[src/logic/adcseq_map.svh]
// register offsets, field positions, reset values and timing counts of the conversion sequencer
`ifndef ADCSEQ_MAP_SVH
`define ADCSEQ_MAP_SVH
`define ADCSEQ_OFF_RESULT     12'h000
`define ADCSEQ_OFF_MODE       12'h004
`define ADCSEQ_OFF_START      12'h008
`define ADCSEQ_OFF_IRQ_STAT   12'h00C
`define ADCSEQ_OFF_IRQ_EN     12'h010
`define ADCSEQ_OFF_PORT_MODE  12'h014
`define ADCSEQ_OFF_EDGE_SEL   12'h018
`define ADCSEQ_OFF_PWR_MODE   12'h01C
`define ADCSEQ_MODE_CH_LSB    0
`define ADCSEQ_MODE_CKS_LSB   4
`define ADCSEQ_MODE_EXTERNAL_TRIGGER_ENABLE_BIT  6
`define ADCSEQ_START_FLAG_BIT 7
`define ADCSEQ_START_LADS_BIT 6
`define ADCSEQ_START_RSVD     8'h3F
`define ADCSEQ_MODE_RESET     8'h00
`define ADCSEQ_START_RESET    8'h3F
`define ADCSEQ_RESULT_LSB     6
`define ADCSEQ_STATES_DIV8    8'd124
`define ADCSEQ_STATES_DIV4    8'd62
`define ADCSEQ_STATES_DIV2    8'd31
`define ADCSEQ_SAMPLE_CLKS    8'd5
`define ADCSEQ_RES_BITS       10
`endif

[src/logic/adcseq_pkg.sv]
// types shared by the conversion sequencer files
package adcseq_pkg;
	typedef enum logic [1:0] {ADCSEQ_CK_DIV8, ADCSEQ_CK_DIV4, ADCSEQ_CK_DIV2, ADCSEQ_CK_BAD} adcseq_cks_t;
	typedef enum logic [2:0] {ADCSEQ_PM_ACTIVE, ADCSEQ_PM_SLEEP, ADCSEQ_PM_WATCH, ADCSEQ_PM_SUBACT,
		ADCSEQ_PM_SUBSLP, ADCSEQ_PM_STBY, ADCSEQ_PM_MSTBY} adcseq_pmode_t;
	typedef enum logic [1:0] {ADCSEQ_ST_WAIT, ADCSEQ_ST_SAMPLE, ADCSEQ_ST_APPROX} adcseq_state_t;
endpackage

[src/logic/adcseq_edge_det.sv]
// trigger pin edge detector with selectable polarity
`timescale 1ns/1ps
module adcseq_edge_det
(
	// clock and reset
	input  wire logic pclk,
	input  wire logic presetn,
	input  wire logic ce,
	// pin and control
	input  wire logic pin_in,
	input  wire logic fall_sel,
	input  wire logic arm,
	// detected edge
	output logic      edge_pulse
);
	import adcseq_pkg::*;
	logic pin_ff;
	logic nxt_pin;

	// previous pin sample
	assign nxt_pin = pin_in;
	always_ff @(posedge pclk or negedge presetn)
	begin
		if (!presetn)
			pin_ff <= 1'b0;
		else if (ce)
			pin_ff <= nxt_pin;
	end

	// edge of the chosen polarity, only while armed
	assign edge_pulse = ce && arm && (fall_sel ? (pin_ff && !pin_in) : (!pin_ff && pin_in));
endmodule

[src/logic/adcseq_sar.sv]
// ten-bit successive approximation core, one decision per conversion clock
`timescale 1ns/1ps
`include "adcseq_map.svh"
module adcseq_sar
(
	// clock and reset
	input  wire logic       pclk,
	input  wire logic       presetn,
	input  wire logic       ce,
	// control
	input  wire logic       clr,
	input  wire logic       step,
	input  wire logic       load,
	input  wire logic       comp_hi,
	// approximation
	output logic [9:0]      trial,
	output logic            last
);
	import adcseq_pkg::*;
	logic [9:0] code_ff;
	logic [9:0] bit_ff;
	logic [9:0] nxt_code;
	logic [9:0] nxt_bit;

	// keep or drop the trial bit, then move to the next lower weight
	always_comb
	begin
		nxt_code = code_ff;
		nxt_bit  = bit_ff;
		if (load)
		begin
			nxt_code = 10'h200;
			nxt_bit  = 10'h200;
		end
		else if (step)
		begin
			nxt_code = (comp_hi ? code_ff : (code_ff & ~bit_ff)) | (bit_ff >> 1);
			nxt_bit  = bit_ff >> 1;
		end
		else if (clr)
		begin
			nxt_code = 10'h000;
			nxt_bit  = 10'h000;
		end
	end

	always_ff @(posedge pclk or negedge presetn)
	begin
		if (!presetn)
		begin
			code_ff <= 10'h000;
			bit_ff  <= 10'h000;
		end
		else if (ce)
		begin
			code_ff <= nxt_code;
			bit_ff  <= nxt_bit;
		end
	end

	// trial code seen by the comparator, final step when weight is one
	assign trial = code_ff;
	assign last  = bit_ff[0];
endmodule

[src/logic/adcseq_top.sv]
// conversion sequencer for a ten-bit successive approximation converter with APB registers
`timescale 1ns/1ps
`include "adcseq_map.svh"
module adcseq_top
(
	// clock, reset and enable
	input  wire logic                  pclk,
	input  wire logic                  presetn,
	input  wire logic                  pce,
	// apb slave
	input  wire logic                  psel,
	input  wire logic                  penable,
	input  wire logic                  pwrite,
	input  wire logic [11:0]           paddr,
	input  wire logic [31:0]           pwdata,
	input  wire logic [3:0]            pstrb,
	output logic                       pready,
	output logic [31:0]                prdata,
	output logic                       pslverr,
	// analog front end
	input  wire logic                  comp_hi,
	output logic [9:0]                 dac_code,
	output logic [2:0]                 an_sel,
	output logic                       an_sel_valid,
	output logic                       sample_en,
	output logic                       ladder_on,
	// trigger pin and interrupt
	input  wire logic                  external_trigger_pin,
	output logic                       irq
);
	import adcseq_pkg::*;
	// registers
	logic [7:0]      mode_ff;
	logic            conversion_start_flag_ff;
	logic            lads_ff;
	logic [15:0]     conversion_result_register_ff;
	logic            conversion_end_flag_ff;
	logic            conversion_end_irq_enable_ff;
	logic            trigger_pin_function_select_ff;
	logic            trigger_edge_select_ff;
	adcseq_pmode_t   pmode_ff;
	adcseq_state_t   state_ff;
	adcseq_state_t   nxt_state;
	logic [7:0]      div_ff;
	logic [7:0]      nxt_div;
	logic            pready_ff;
	logic [31:0]     prdata_ff;
	logic            pslverr_ff;
	logic            irq_ff;
	logic [9:0]      dac_ff;
	logic [2:0]      an_ff;
	logic            an_vld_ff;
	logic            samp_ff;

	// decode helpers
	logic            run_ce;
	logic            wr_acc;
	logic            ladder_ff;
	logic            hit;
	logic            wr_start;
	logic            start_req;
	logic            stop_req;
	logic            trig_edge;
	logic            tick;
	logic            done;
	logic            busy;
	logic [9:0]      trial;
	logic            last;
	logic [31:0]     nxt_prdata;

	// conversion clock period in system clocks per clock select code
	function automatic logic [7:0] conv_period(input logic [1:0] cks);
		case (cks)
			2'b00:   conv_period = 8'd8;
			2'b01:   conv_period = 8'd4;
			2'b10:   conv_period = 8'd2;
			default: conv_period = 8'd8;
		endcase
	endfunction

	// channel code to input index, valid for 0100 to 1011 only
	function automatic logic [3:0] chan_decode(input logic [3:0] ch);
		chan_decode = (ch >= 4'h4 && ch <= 4'hB) ? {1'b1, 3'(ch - 4'h4)} : 4'h0;
	endfunction

	// clocks and low power modes: only active and sleep let state move
	assign run_ce = pce && (pmode_ff == ADCSEQ_PM_ACTIVE || pmode_ff == ADCSEQ_PM_SLEEP);
	assign hit    = psel && !penable;
	assign wr_acc = psel && penable && pwrite && pready_ff;
	assign wr_start = wr_acc && paddr == `ADCSEQ_OFF_START && pstrb[0];
	assign start_req = (wr_start && pwdata[`ADCSEQ_START_FLAG_BIT]) || trig_edge;
	assign stop_req  = wr_start && !pwdata[`ADCSEQ_START_FLAG_BIT] && busy;
	assign busy      = state_ff != ADCSEQ_ST_WAIT;
	assign tick      = busy && div_ff == 8'd1;
	assign done      = state_ff == ADCSEQ_ST_APPROX && tick && last;

	// trigger edge detection, armed by both enables
	adcseq_edge_det u_edge
	(
		.pclk       (pclk),
		.presetn    (presetn),
		.ce         (run_ce),
		.pin_in     (external_trigger_pin),
		.fall_sel   (trigger_edge_select_ff),
		.arm        (trigger_pin_function_select_ff && mode_ff[`ADCSEQ_MODE_EXTERNAL_TRIGGER_ENABLE_BIT]),
		.edge_pulse (trig_edge)
	);

	// approximation register
	adcseq_sar u_sar
	(
		.pclk    (pclk),
		.presetn (presetn),
		.ce      (run_ce),
		.clr     (stop_req),
		.step    (state_ff == ADCSEQ_ST_APPROX && tick),
		.load    (state_ff == ADCSEQ_ST_SAMPLE && tick),
		.comp_hi (comp_hi),
		.trial   (trial),
		.last    (last)
	);

	// sequencer: sample for five conversion clocks then ten decisions, inside the maximum conversion time
	always_comb
	begin
		nxt_state = state_ff;
		nxt_div   = div_ff;
		case (state_ff)
			ADCSEQ_ST_WAIT:
			begin
				if (start_req)
				begin
					nxt_state = ADCSEQ_ST_SAMPLE;
					nxt_div   = 8'(conv_period(mode_ff[5:4]) * `ADCSEQ_SAMPLE_CLKS);
				end
			end
			ADCSEQ_ST_SAMPLE:
			begin
				nxt_div = div_ff - 8'd1;
				if (tick)
				begin
					nxt_state = ADCSEQ_ST_APPROX;
					nxt_div   = conv_period(mode_ff[5:4]);
				end
			end
			ADCSEQ_ST_APPROX:
			begin
				nxt_div = tick ? conv_period(mode_ff[5:4]) : div_ff - 8'd1;
				if (done)
					nxt_state = ADCSEQ_ST_WAIT;
			end
			default:
				nxt_state = ADCSEQ_ST_WAIT;
		endcase
		if (stop_req)
		begin
			nxt_state = ADCSEQ_ST_WAIT;
			nxt_div   = 8'd0;
		end
	end

	// state and divider
	always_ff @(posedge pclk or negedge presetn)
	begin
		if (!presetn)
		begin
			state_ff <= ADCSEQ_ST_WAIT;
			div_ff   <= 8'd0;
		end
		else if (run_ce)
		begin
			state_ff <= nxt_state;
			div_ff   <= nxt_div;
		end
	end

	// start flag mirrors an active conversion
	always_ff @(posedge pclk or negedge presetn)
	begin
		if (!presetn)
			conversion_start_flag_ff <= 1'b0;
		else if (run_ce)
			conversion_start_flag_ff <= (nxt_state != ADCSEQ_ST_WAIT);
	end

	// result register has no reset so it survives ordinary reset
	always_ff @(posedge pclk)
	begin
		if (run_ce && done)
			conversion_result_register_ff <= {trial[9:1], comp_hi, 6'h00};
	end

	// mode, start ladder bit, enables and edge select writes
	always_ff @(posedge pclk or negedge presetn)
	begin
		if (!presetn)
		begin
			mode_ff                        <= `ADCSEQ_MODE_RESET;
			lads_ff                        <= 1'b0;
			conversion_end_irq_enable_ff   <= 1'b0;
			trigger_pin_function_select_ff <= 1'b0;
			trigger_edge_select_ff         <= 1'b0;
		end
		else if (run_ce && wr_acc && pstrb[0])
		begin
			case (paddr)
				`ADCSEQ_OFF_MODE:      mode_ff <= {1'b0, pwdata[6:0]};
				`ADCSEQ_OFF_START:     lads_ff <= pwdata[`ADCSEQ_START_LADS_BIT];
				`ADCSEQ_OFF_IRQ_EN:    conversion_end_irq_enable_ff <= pwdata[0];
				`ADCSEQ_OFF_PORT_MODE: trigger_pin_function_select_ff <= pwdata[0];
				`ADCSEQ_OFF_EDGE_SEL:  trigger_edge_select_ff <= pwdata[0];
				default:               mode_ff <= mode_ff;
			endcase
		end
	end

	// power mode register stays writable in every mode so software can wake the block
	always_ff @(posedge pclk or negedge presetn)
	begin
		if (!presetn)
			pmode_ff <= ADCSEQ_PM_ACTIVE;
		else if (pce && wr_acc && pstrb[0] && paddr == `ADCSEQ_OFF_PWR_MODE)
			pmode_ff <= (pwdata[2:0] > 3'd6) ? ADCSEQ_PM_ACTIVE : adcseq_pmode_t'(pwdata[2:0]);
	end

	// sticky end flag, write one clears, completion wins
	always_ff @(posedge pclk or negedge presetn)
	begin
		if (!presetn)
			conversion_end_flag_ff <= 1'b0;
		else if (run_ce)
		begin
			if (done)
				conversion_end_flag_ff <= 1'b1;
			else if (wr_acc && pstrb[0] && paddr == `ADCSEQ_OFF_IRQ_STAT && pwdata[0])
				conversion_end_flag_ff <= 1'b0;
		end
	end

	// interrupt line
	always_ff @(posedge pclk or negedge presetn)
	begin
		if (!presetn)
			irq_ff <= 1'b0;
		else if (pce)
			irq_ff <= (conversion_end_flag_ff || (run_ce && done)) && conversion_end_irq_enable_ff;
	end

	// read mux
	always_comb
	begin
		case (paddr)
			`ADCSEQ_OFF_RESULT:    nxt_prdata = {16'h0000, conversion_result_register_ff};
			`ADCSEQ_OFF_MODE:      nxt_prdata = {24'h00_0000, mode_ff};
			`ADCSEQ_OFF_START:     nxt_prdata = {24'h00_0000, conversion_start_flag_ff, lads_ff, 6'h3F};
			`ADCSEQ_OFF_IRQ_STAT:  nxt_prdata = {31'h0000_0000, conversion_end_flag_ff};
			`ADCSEQ_OFF_IRQ_EN:    nxt_prdata = {31'h0000_0000, conversion_end_irq_enable_ff};
			`ADCSEQ_OFF_PORT_MODE: nxt_prdata = {31'h0000_0000, trigger_pin_function_select_ff};
			`ADCSEQ_OFF_EDGE_SEL:  nxt_prdata = {31'h0000_0000, trigger_edge_select_ff};
			`ADCSEQ_OFF_PWR_MODE:  nxt_prdata = {29'h0000_0000, pmode_ff};
			default:               nxt_prdata = 32'h0000_0000;
		endcase
	end

	// apb answer: ready one cycle after setup, error on unmapped offsets
	always_ff @(posedge pclk or negedge presetn)
	begin
		if (!presetn)
		begin
			pready_ff  <= 1'b0;
			prdata_ff  <= 32'h0000_0000;
			pslverr_ff <= 1'b0;
		end
		else if (pce)
		begin
			pready_ff  <= hit;
			pslverr_ff <= hit && (paddr[1:0] != 2'b00 || paddr > `ADCSEQ_OFF_PWR_MODE);
			if (hit && !pwrite)
				prdata_ff <= nxt_prdata;
		end
	end

	// analog side controls
	always_ff @(posedge pclk or negedge presetn)
	begin
		if (!presetn)
		begin
			dac_ff    <= 10'h000;
			an_ff     <= 3'd0;
			an_vld_ff <= 1'b0;
			samp_ff   <= 1'b0;
			ladder_ff <= 1'b0;
		end
		else if (run_ce)
		begin
			dac_ff    <= trial;
			{an_vld_ff, an_ff} <= chan_decode(mode_ff[3:0]);
			samp_ff   <= nxt_state == ADCSEQ_ST_SAMPLE;
			ladder_ff <= (chan_decode(mode_ff[3:0]) >= 4'h8) && !lads_ff; // ladder powered for a valid channel while the ladder bit is clear
		end
	end

	assign pready       = pready_ff;
	assign prdata       = prdata_ff;
	assign pslverr      = pslverr_ff;
	assign irq          = irq_ff;
	assign dac_code     = dac_ff;
	assign an_sel       = an_ff;
	assign an_sel_valid = an_vld_ff;
	assign sample_en    = samp_ff;
	assign ladder_on    = ladder_ff;
	// write of one to the start flag leaves it set on the next cycle
	a_start_sets: assert property (@(posedge pclk) disable iff (!presetn)
		(run_ce && !busy && wr_start && pwdata[7] && !stop_req) |=> conversion_start_flag_ff)
		else $error("start write did not set flag");
	// completion clears start flag and sets end flag together
	a_done_clears: assert property (@(posedge pclk) disable iff (!presetn)
		(run_ce && done && !start_req) |=> (!conversion_start_flag_ff && conversion_end_flag_ff))
		else $error("completion did not clear start and set end flag");
	// flag follows the engine
	a_flag_busy: assert property (@(posedge pclk) disable iff (!presetn)
		conversion_start_flag_ff == busy)
		else $error("start flag disagrees with engine");
	// result stored at completion with six low zeros
	a_result_load: assert property (@(posedge pclk) disable iff (!presetn)
		(run_ce && done) |=> conversion_result_register_ff[15:6] == $past(trial[9:1]) * 2 + $past(comp_hi)
			&& conversion_result_register_ff[5:0] == 6'h00)
		else $error("result not loaded");
	// interrupt follows flag and enable
	a_irq_level: assert property (@(posedge pclk) disable iff (!presetn)
		(pce && conversion_end_flag_ff && conversion_end_irq_enable_ff) |=> irq)
		else $error("irq not raised");
	// interrupt low without enable
	a_irq_mask: assert property (@(posedge pclk) disable iff (!presetn)
		(pce && !conversion_end_irq_enable_ff) |=> !irq)
		else $error("irq raised while masked");
	// no trigger without both enables
	a_trig_gate: assert property (@(posedge pclk) disable iff (!presetn)
		trig_edge |-> (trigger_pin_function_select_ff && mode_ff[6]))
		else $error("trigger honoured while disabled");
	// abort ends conversion next cycle
	a_abort_stop: assert property (@(posedge pclk) disable iff (!presetn)
		(run_ce && stop_req) |=> !busy)
		else $error("abort did not stop conversion");
	// held modes freeze the engine
	a_hold_mode: assert property (@(posedge pclk) disable iff (!presetn)
		(!run_ce) |=> $stable(state_ff) && $stable(mode_ff))
		else $error("state moved in hold mode");
endmodule
[config.mk]
export PLATFORM = sky130hd
export DESIGN_NAME = adcseq_top
export DESIGN_NICKNAME = d
export VERILOG_FILES = /design/src/logic/adcseq_pkg.sv /design/src/logic/adcseq_edge_det.sv /design/src/logic/adcseq_sar.sv /design/src/logic/adcseq_top.sv
export VERILOG_INCLUDE_DIRS = /design/src /design/src/logic
export SDC_FILE = /design/constraint.sdc
export NUM_CORES = 1
export LEC_CHECK = 0
export ABC_AREA = 1
export BUFFER_PORTS_ARGS = -buffer_cell sky130_fd_sc_hd__clkbuf_2
export CORE_ASPECT_RATIO = 0.6
export CORE_UTILIZATION = 25
export DETAILED_ROUTE_END_ITERATION = 10
export HOLD_SLACK_MARGIN = 0.02
export PLACE_DENSITY = 0.49
export SKIP_LAST_GASP = 1
export SYNTH_ARGS = -nofsm -noshare
export SYNTH_HDL_FRONTEND = slang
export SYNTH_SLANG_ARGS = --single-unit
export TNS_END_PERCENT = 20
[constraint.sdc]
create_clock -name pclk -period 3 [get_ports pclk]
set_input_delay 0.3 -clock pclk [delete_from_list [all_inputs] [get_ports pclk]]
set_output_delay 0.3 -clock pclk [all_outputs]
set_load 0.01 [all_outputs]
* Word level (Yosys, flattened, before mapping)
Index checks and enable logic that the tools add are counted.
Cells by class: multiply operators 1, $lt $le $gt $ge 5, multiplexer cells 24, shift operators 0, add/sub/neg operators 2, equality and inequality tests 15, bitwise gates (word level) 3, div/mod/pow operators 0, reduce and logical (&&, ||, !) cells 62
Operators with widths (number):
- 16-bit one-hot mux with 8 select lines | 1
- 10-bit two-way mux | 6
- 12-bit by 5-bit equality test with 1-bit output (second input constant) | 4
- 8-bit two-way mux | 5
- 1-bit logical AND | 33
- 12-bit by 4-bit equality test with 1-bit output (second input constant) | 2
- 8-bit one-hot mux with 2 select lines | 1
- 2-bit AND reduction | 8
- 12-bit by 3-bit equality test with 1-bit output (second input constant) | 1
- 12-bit by 5-bit > comparator with 1-bit output (second input constant) | 1
- 12-bit logical NOT | 1
- 10-bit bitwise AND | 1
- 10-bit inverter | 1
- 10-bit by 9-bit bitwise OR with 10-bit output | 1
- 8-bit by 1-bit equality test with 1-bit output (second input constant) | 1
- 8-bit by 3-bit multiplier with 8-bit output (second input constant) | 1
- 2-bit two-way mux | 4
- 4-bit one-hot mux with 2 select lines | 1
- 2-bit nonzero test | 4
- 8-bit by 1-bit subtractor with 8-bit output (second input constant) | 1
- 2-bit by 1-bit equality test with 1-bit output (second input constant) | 3
- 1-bit logical NOT | 6
- 2-bit one-hot mux with 3 select lines | 1
- 3-bit nonzero test | 2
- 16 further kinds | 22
Storage, ports and cells: flip-flop bits (word level) 108, word-level logic and storage cells 135, output and inout port bits 51, bits of input ports 56, memory bits (read-only) 0, latch bits 0, memory bits (writable) 0, memories 0

* Logic depth before layout (Yosys ltp)
Gate-level depths: netlist of the first run.
word-level depth 13, mapped depth 14, gate-level depth less buffers 14

* Modules after synthesis
Synthesis of the first run repeated with hierarchy kept, for this count alone.
Second synthesis, totals: cells, all modules 559, area, all modules 4581.9 µm²
Modules (own cells, without submodules):
- adcseq_top | sequential area each 1826.8 µm², instances 1, area an instance 3601.0 µm², cells each 437
- adcseq_sar | sequential area each 500.5 µm², instances 1, area an instance 909.6 µm², cells each 109
- adcseq_edge_det | sequential area each 25.0 µm², instances 1, area an instance 71.3 µm², cells each 13

* Least setup slack after synthesis of the first run
OpenSTA, ideal clock, no wires.
path type register to register, start point register state_ff[1], end point register conversion_result_register_ff[10] (enable), data required time 2.608 ns, period minus slack after synthesis 2.463 ns, stages on the path, launching flop included 10, path slack 0.537 ns, library setup time 0.392 ns, arrival time 2.070 ns, buffers on the path 0, cells stage by stage dfrtp_1 inv_1 ha_1 inv_2 nand2_1 nor2_1 nand2_1 inv_2 nand2_1 nor3_1
On the way: longest elaborated chain between the ends 5, elaborated cells between the ends (all ways) 6, classes of those cells eq/ne: 1; reduce/logical: 5
Ends and longest elaborated chain:
- start, declared | RTL line adcseq_top.sv:42 | adcseq_state_t state_ff;
- start signal, assigned | RTL line adcseq_top.sv:172 | state_ff <= nxt_state;
- 2-bit nonzero test | RTL line adcseq_top.sv:93 | assign busy = state_ff != ADCSEQ_ST_WAIT;
- 1-bit logical AND | RTL line adcseq_top.sv:94 | assign tick = busy && div_ff == 8'd1;
- 1-bit logical AND * (2 in series) | RTL line adcseq_top.sv:95 | assign done = state_ff == ADCSEQ_ST_APPROX && tick && last;
- 1-bit logical AND * | RTL line adcseq_top.sv:189 | if (run_ce && done)
- end signal, assigned | RTL line adcseq_top.sv:190 | conversion_result_register_ff <= {trial[9:1], comp_hi, 6'h00};
- end, declared | RTL line adcseq_top.sv:36 | logic [15:0] conversion_result_register_ff;
Every way passes the cells marked *; elsewhere a longest branch is shown, timed or not. A chain may end at the register's enable or synchronous reset.

* Worst setup path in the final report of the first run
start point register state_ff[1], end point register conversion_result_register_ff[8] (enable)
The elaborated chain is that of the path after synthesis.

==> out/results.tsv, run 1 <==
stage	metric	value	unit
timing	period_needed	2.29	ns
routing	drc	8	
timing	slew_headroom	53.5	%
floorplanning	io_pins	107	
logic_synthesis	synth_top_area_share	43.2	%
layout	n_antenna_cell	0	
floorplanning	row_count	38	
cts	cts_setup_buffers	0	
cts	clkSinkCount	92	
timing	drv_slew	0	
logic_synthesis	synth_seq_cells	92	
pwr	p_int	2260	µW
critical_path	r2r-end	conversion_result_register_ff[8]$_DFFE_PP_	
pwr	vdd_drop_max	311	µV
timing	final_hold_viol_count	8	
timing	rsz0062_at_grt	false	
critical_path	worstSetupEndpointType	flip-flop	
critical_path	crit_chain	inv_1 -> ha_1 -> inv_2 -> nand2_1 -> nor2_1 -> nand2_1 -> inv_2 -> nand2_1 -> nor3_1 -> buf_4	
logic_synthesis	yosysMostFrequentCell	nand2_1	
routing	first_iter_violations	241	
cts	hold_buffers	0	
logic_synthesis	synth_mux_area_share	0.237	%
critical_path	r2r_start	state_ff[1]$_DFFE_PN0P_	
timing	finalSetupTns	0	ns
pwr	pwr-share-comb	25.3	%
timing	skew	0.00866	ns
pwr	p_switching	1230	µW
critical_path	crit_top_cell	nand2_1	
cts	cts-root-buf	clkbuf_16	
run_status	violations	DRC, hold timing	
pwr	seqPwrFrac	42.3	%
timing	setup_viol	0	
global_route	grt_antenna_before_repair	0	
logic_synthesis	yosysTopAreaCell	dfrtp_1	
layout	n_fill_cell	1966	
logic_synthesis	synth-simple-area-share	27.4	%
cts	ctsResizeCount	0	
cts	clk_path_buf_depth	2	
critical_path	r2r_cells	10	
critical_path	cp_data_required_time	3.04	ns
layout	synthToLayoutAreaGrowth	17.5	%
logic_synthesis	synth_xor_area_share	0.738	%
logic_synthesis	syn_area	0.00475	mm²
floorplanning	die_x	180	µm
pwr	netSwitchingFraction	35.3	%
placement	hpwl	9300	µm
logic_synthesis	async_flop_share	89.1	%
timing	finalCritPeriodShare	76.4	%
layout	fin_area	0.00558	mm²
routing	num_vias	3835	
cts	path_clk_slew	0.07	ns
pwr	leakage	0.00284	µW
cts	htree_levels	3	
routing	avgRoutedWirePerCell	14.0	µm
logic_synthesis	synth_cell_types	40	
floorplanning	die_y	109	µm
floorplanning	start_util	25.9	%
global_route	grt-ovfl-total	0	
critical_path	slowest_delay	0.42	ns
routing	final_antenna_net_count	0	
global_route	grt_pass1_vias	3593	
layout	multi_input_area	0.00203	mm²
placement	postPlaceCellArea	0.00529	mm²
logic_synthesis	synth_fa_ha_area_share	2.64	%
pwr	power_density	627	mW/mm²
critical_path	setup.worst_path.class	reg -> reg	
critical_path	cp-start-kind	flip-flop	
logic_synthesis	synth_common_cells	167 x nand2_1, 82 x dfrtp_1, 57 x inv_1, 42 x o21ai_0, 40 x nand3_1	
layout	fin_util	30.5	%
layout	drive_gt1_share	17.7	%
placement	place_ws	0.718	ns
cts	cts_buffers	9	
layout	final_nets	705	
logic_synthesis	ys_seq_area_share	49.6	%
logic_synthesis	synth_edf_count	10	
placement	gp_congestion	0.827	
hold_path	hp-class	in -> async	
timing	worst_pin_slew	0.697	ns
timing	max_freq	436	MHz
critical_path	cp_max_fo	11	
cts	cts_tree	built	
flow_run	drv_cap	0	
logic_synthesis	yosys_warnings	0	
logic_synthesis	synth_top_family_by_area	simple AND/OR/NAND/NOR gates	
global_route	track_usage	13.4	%
pwr	fin_total_pwr	3500	µW
timing	layout_setup_ws	0.707	ns
critical_path	arrival	2.33	ns
pwr	clkPwrFrac	32.4	%
timing	hold_ws	-0.0208	ns
run_status	status	complete, but fails checks	
logic_synthesis	synthFlopType	dfrtp_1	
placement	numPortBuffers	63	
routing	first_pass_iters	8	
floorplanning	core_area	0.0183	mm²
critical_path	rrSetupSlack	0.71	ns
routing	routed_wl	12400	µm
global_route	grt_max_degree	54	
logic_synthesis	synth_area_leaders	dfrtp_1 43%, nand2_1 13%, edfxtp_1 6.3%, inv_1 4.5%, o21ai_0 4.4%	
logic_synthesis	synth_compound_area_share	10.4	%
critical_path	crit_path_top_delay_cell	dfrtp_1	
layout	regArea	0.00235	mm²
logic_synthesis	synth_cells	570	
logic_synthesis	syn_area_per_cell	8.33	µm²
cts	insertion_delay	0.35	ns
floorplanning	die-area	0.0196	mm²
global_route	grt_pass1_wl	20200	µm
routing	viasPerCell	4.34	
-- cell usage in the layout, fill, tap and decap left out, drive strengths merged, types with 6 or more instances in the layout --
cell type / netlist / routed
o21ai: 48 / 48
dfrtp: 82 / 82
nand4: 12 / 12
clkbuf: 3 / 71
nor3: 10 / 10
a21oi: 14 / 14
edfxtp: 10 / 10
nand2: 171 / 171
o211ai: 6 / 6
conb: 1 / 16
buf: 23 / 7
nor2: 47 / 47
inv: 63 / 68
ha: 10 / 10
nand3: 43 / 43
a22o: 11 / 11
-- cell type report --
cell class                      instances  area share, %
Tap cell                              240           5.38
Multi-Input combinational cell        402           36.3
Timing Repair Buffer                   69           6.51
Sequential cell                        92           42.2
Inverter                               65           4.38
Clock inverter                          7           1.17
Clock buffer                            9           4.04
-- cells by family after synthesis --
family / count (synthesis)
adders and majority gates: 10
other: 1
DFF: 92
AOI/OAI and AO/OA: 83
xor gates and xnor gates: 4
muxes: 1
and+or+nand+nor: 288
buffers and inverters: 91
-- flip-flops by register name, indices dropped and copies added (netlist names), 2 cells and up --
register	flops
prdata	16
conversion_result_register_ff	10
dac_code	10
u_sar.bit_ff	10
u_sar.trial	10
div_ff	8
mode_ff	7
an_sel	3
pmode_ff	3
state_ff	2
-- metal layers --
layer	track usage [%]	wire, µm
met5	0	0
met4	2.03	54
met3	3.84	602
met1	21.1	7120
met2	17.8	4630
-- worst max-delay path by stage --
stage / slack (ns) / to / depth (start not counted) / from
CTS: 0.71 / conversion_result_register_ff[8]$_DFFE_PP_ / 10 / state_ff[1]$_DFFE_PN0P_
finish: 0.71 / conversion_result_register_ff[8]$_DFFE_PP_ / 10 / state_ff[1]$_DFFE_PN0P_
detailed placement: 0.72 / conversion_result_register_ff[11]$_DFFE_PP_ / 10 / state_ff[1]$_DFFE_PN0P_
global route: 0.46 / conversion_result_register_ff[9]$_DFFE_PP_ / 10 / state_ff[1]$_DFFE_PN0P_
global placement: 0.76 / conversion_result_register_ff[14]$_DFFE_PP_ / 10 / state_ff[1]$_DFFE_PN0P_
floorplan: 0.54 / conversion_result_register_ff[10]$_DFFE_PP_ / 9 / state_ff[1]$_DFFE_PN0P_
-- critical path, delay by kind of cell (launching register included) --
kind / cells / cell delay (ns)
adder cells (fa/ha/maj): 1 / 0.28
buffers and inverters: 4 / 0.66
flip-flops: 1 / 0.42
AND/OR/NAND/NOR: 5 / 0.62
-- stage by stage --
step / hold WS [ns] / cells
after CTS: 0.0269 / 884
after global placement: 0.405 / 868
after detailed placement: 0.401 / 868
after floorplan: 0.00441 / 585
final: -0.0208 / 884
after global routing: 0.0426 / 884
-- power by group through the flow --
stage               Sequential (µW)  Combinational [µW]  Clock [µW]
global route                   1500                1040        1210
global placement               1500                 885           0
detailed placement             1500                 885           0
floorplan                      1480                 670           0
finish                         1480                 884        1130
CTS                            1480                 891        1160
(Power assumes the default switching activity.)
==> run 2: changes to the inputs <==
==> constraint.sdc (replaced) <==
create_clock -name pclk -period 2.2 [get_ports pclk]
set_input_delay 0.22 -clock pclk [delete_from_list [all_inputs] [get_ports pclk]]
set_output_delay 0.22 -clock pclk [all_outputs]
set_load 0.01 [all_outputs]
==> out/results.tsv, run 2 (synthesized netlist as in run 1, its figures left out) <==
stage	metric	value	unit	change
placement	numPortBuffers	63		unchanged
global_route	track_usage	13.4	%	about the same
routing	viasPerCell	4.34		+0.15%
critical_path	cp_max_fo	18		+7
critical_path	arrival	2.28	ns	-0.05 ns
placement	postPlaceCellArea	0.00535	mm²	+1.3%
pwr	p_int	3130	µW	+39%
floorplanning	core_area	0.0183	mm²	unchanged
floorplanning	die-area	0.0196	mm²	unchanged
timing	skew	0.00906	ns	+0.000402 ns
floorplanning	die_x	180	µm	unchanged
placement	gp_congestion	0.822		-0.66%
placement	place_ws	0.186	ns	-0.532 ns
pwr	seqPwrFrac	41.4	%	-0.9 points
timing	hold_ws	0.112	ns	+0.133 ns
timing	layout_setup_ws	0.210	ns	-0.497 ns
pwr	netSwitchingFraction	35.6	%	+0.29 points
cts	clkSinkCount	92		unchanged
layout	mostFrequentLayoutCells	166 x nand2_1, 82 x dfrtp_1, 62 x clkbuf_2, 57 x inv_1, 42 x o21ai_0		
layout	n_fill_cell	1982		+0.81%
routing	final_antenna_net_count	0		unchanged
layout	largest_reg_flops	16		unchanged
flow_run	drv_cap	0		unchanged
layout	fin_area	0.00569	mm²	+2.1%
critical_path	worstSetupEndpointType	flip-flop		
pwr	vdd_drop_max	406	µV	+30%
layout	drive_gt1_share	18.7	%	+1.0 points
layout	multi_input_area	0.00204	mm²	+0.68%
pwr	power_density	855	mW/mm²	+36%
cts	path_clk_slew	0.07	ns	about the same
pwr	fin_total_pwr	4870	µW	+39%
run_status	violations	DRC		
routing	routed_wl	12500	µm	+0.98%
global_route	grt_pass1_wl	20100	µm	about the same
critical_path	cp_data_required_time	2.49	ns	-0.55 ns
timing	drv_slew	0		unchanged
routing	first_iter_violations	209		-13%
floorplanning	row_count	38		unchanged
cts	htree_levels	3		unchanged
timing	rsz0062_at_grt	false		
critical_path	setup.worst_path.class	reg -> reg		
pwr	pwr-share-comb	26.5	%	+1.2 points
cts	clk_path_buf_depth	2		unchanged
critical_path	cp-start-kind	flip-flop		
timing	finalSetupTns	0	ns	unchanged
layout	synthToLayoutAreaGrowth	20.0	%	
routing	num_vias	3871		+0.94%
placement	hpwl	9540	µm	+2.6%
hold_path	hp-class	in -> reg		
pwr	p_switching	1730	µW	+40%
timing	period_needed	1.99	ns	-0.303 ns
layout	final_nets	712		+0.99%
run_status	status	complete, but fails checks		
routing	drc	9		+1
global_route	grt_pass1_vias	3533		-1.7%
cts	insertion_delay	0.35	ns	about the same
global_route	grt_antenna_before_repair	0		unchanged
floorplanning	io_pins	107		unchanged
global_route	grt-ovfl-total	0		unchanged
layout	regArea	0.00235	mm²	unchanged
routing	avgRoutedWirePerCell	14.1	µm	+0.18%
global_route	grt_max_degree	51		-5.6%
floorplanning	die_y	109	µm	unchanged
layout	n_antenna_cell	0		unchanged
timing	setup_viol	0		unchanged
timing	max_freq	503	MHz	+15%
pwr	leakage	0.00289	µW	+1.9%
routing	first_pass_iters	8		unchanged
cts	cts_buffers	9		unchanged
layout	layout_commonest_cell	nand2_1		
cts	cts_tree	built		
timing	final_hold_viol_count	0		-8
cts	cts-root-buf	clkbuf_16		
pwr	clkPwrFrac	32.2	%	-0.2 points
timing	finalCritPeriodShare	90.4	%	+14 points
floorplanning	start_util	25.9	%	unchanged
## run 2: cell types whose count changed in the layout (fill, tap and decap cells not counted), sizes merged
| cell | before | now |
|---|---|---|
| buf | 7 | 13 |
| inv | 68 | 67 |
| dlygate4sd3 | 0 | 1 |
| clkinvlp | 0 | 1 |
## run 2: layout make-up
| class | count | share of cell area (%) |
|---|---|---|
| multi-input cells | 402 | 35.8 |
| clock buffers | 9 | 3.96 |
| repair buffers | 76 | 8.00 |
| flip-flops and latches | 92 | 41.3 |
| well taps | 240 | 5.27 |
| clock inverters | 7 | 1.32 |
| inverters | 65 | 4.29 |
## run 2: through the flow
step	utilization, %	std cells
5_1_grt	31.1	891
2_1_floorplan	-	585
6_report	31.1	891
3_3_place_gp	29.2	873
4_1_cts	30.9	890
3_5_place_dp	29.2	873
## run 2: timing repair
item	4_1_cts	5_1_grt
setup buffers	0	1
resized for setup	0	2
endpoints found under the setup margin	0	14
hold buffers	1	0
hold endpoints to repair	32	0
## run 2: path summary, 6_finish.rpt
| check | from | endpoint | slack [ns] | cells after the start |
|---|---|---|---|---|
| setup / recovery | state_ff[1]$_DFFE_PN0P_ | u_sar.trial[7]$_DFFE_PN0P_ | 0.21 | 10 |
| max in group asynchronous | presetn | u_sar.bit_ff[0]$_DFFE_PN0P_ | 1.21 | 3 |
| hold reg to reg | u_sar.trial[8]$_DFFE_PN0P_ | conversion_result_register_ff[14]$_DFFE_PP_ | 0.45 | 0 |
| hold / removal | pwdata[3] | mode_ff[3]$_DFFE_PN0P_ | 0.11 | 2 |
| min in group asynchronous | presetn | mode_ff[2]$_DFFE_PN0P_ | 0.35 | 2 |
| setup reg to reg | state_ff[1]$_DFFE_PN0P_ | u_sar.trial[7]$_DFFE_PN0P_ | 0.21 | 10 |
## run 2: worst max-delay path, cell delays in order, from the launching register on
cell and delay (ns):
dfrtp_1 0.41, inv_1 0.11, ha_1 0.23, buf_4 0.17
nor3_1 0.23, nand2_1 0.16, nand3_2 0.16, nand2_4 0.16
inv_2 0.17, nand2_1 0.08, nand2_1 0.06
## run 2: power groups by stage
stage                     logic, µW  registers (µW)  clock network, µW
after floorplan                 913            2020                  0
after global placement         1280            2040                  0
final                          1290            2010               1560
after global routing           1470            2040               1680
after CTS                      1280            2010               1630
after detailed placement       1280            2050                  0
## run 2: per-layer routing
layer	track usage (%)	up-vias	wire, µm
li1	-	1991	-
met2	16.2	84	4500
met5	0	-	0
met4	3.69	0	102
met3	3.54	10	612
met1	21.9	1786	7310
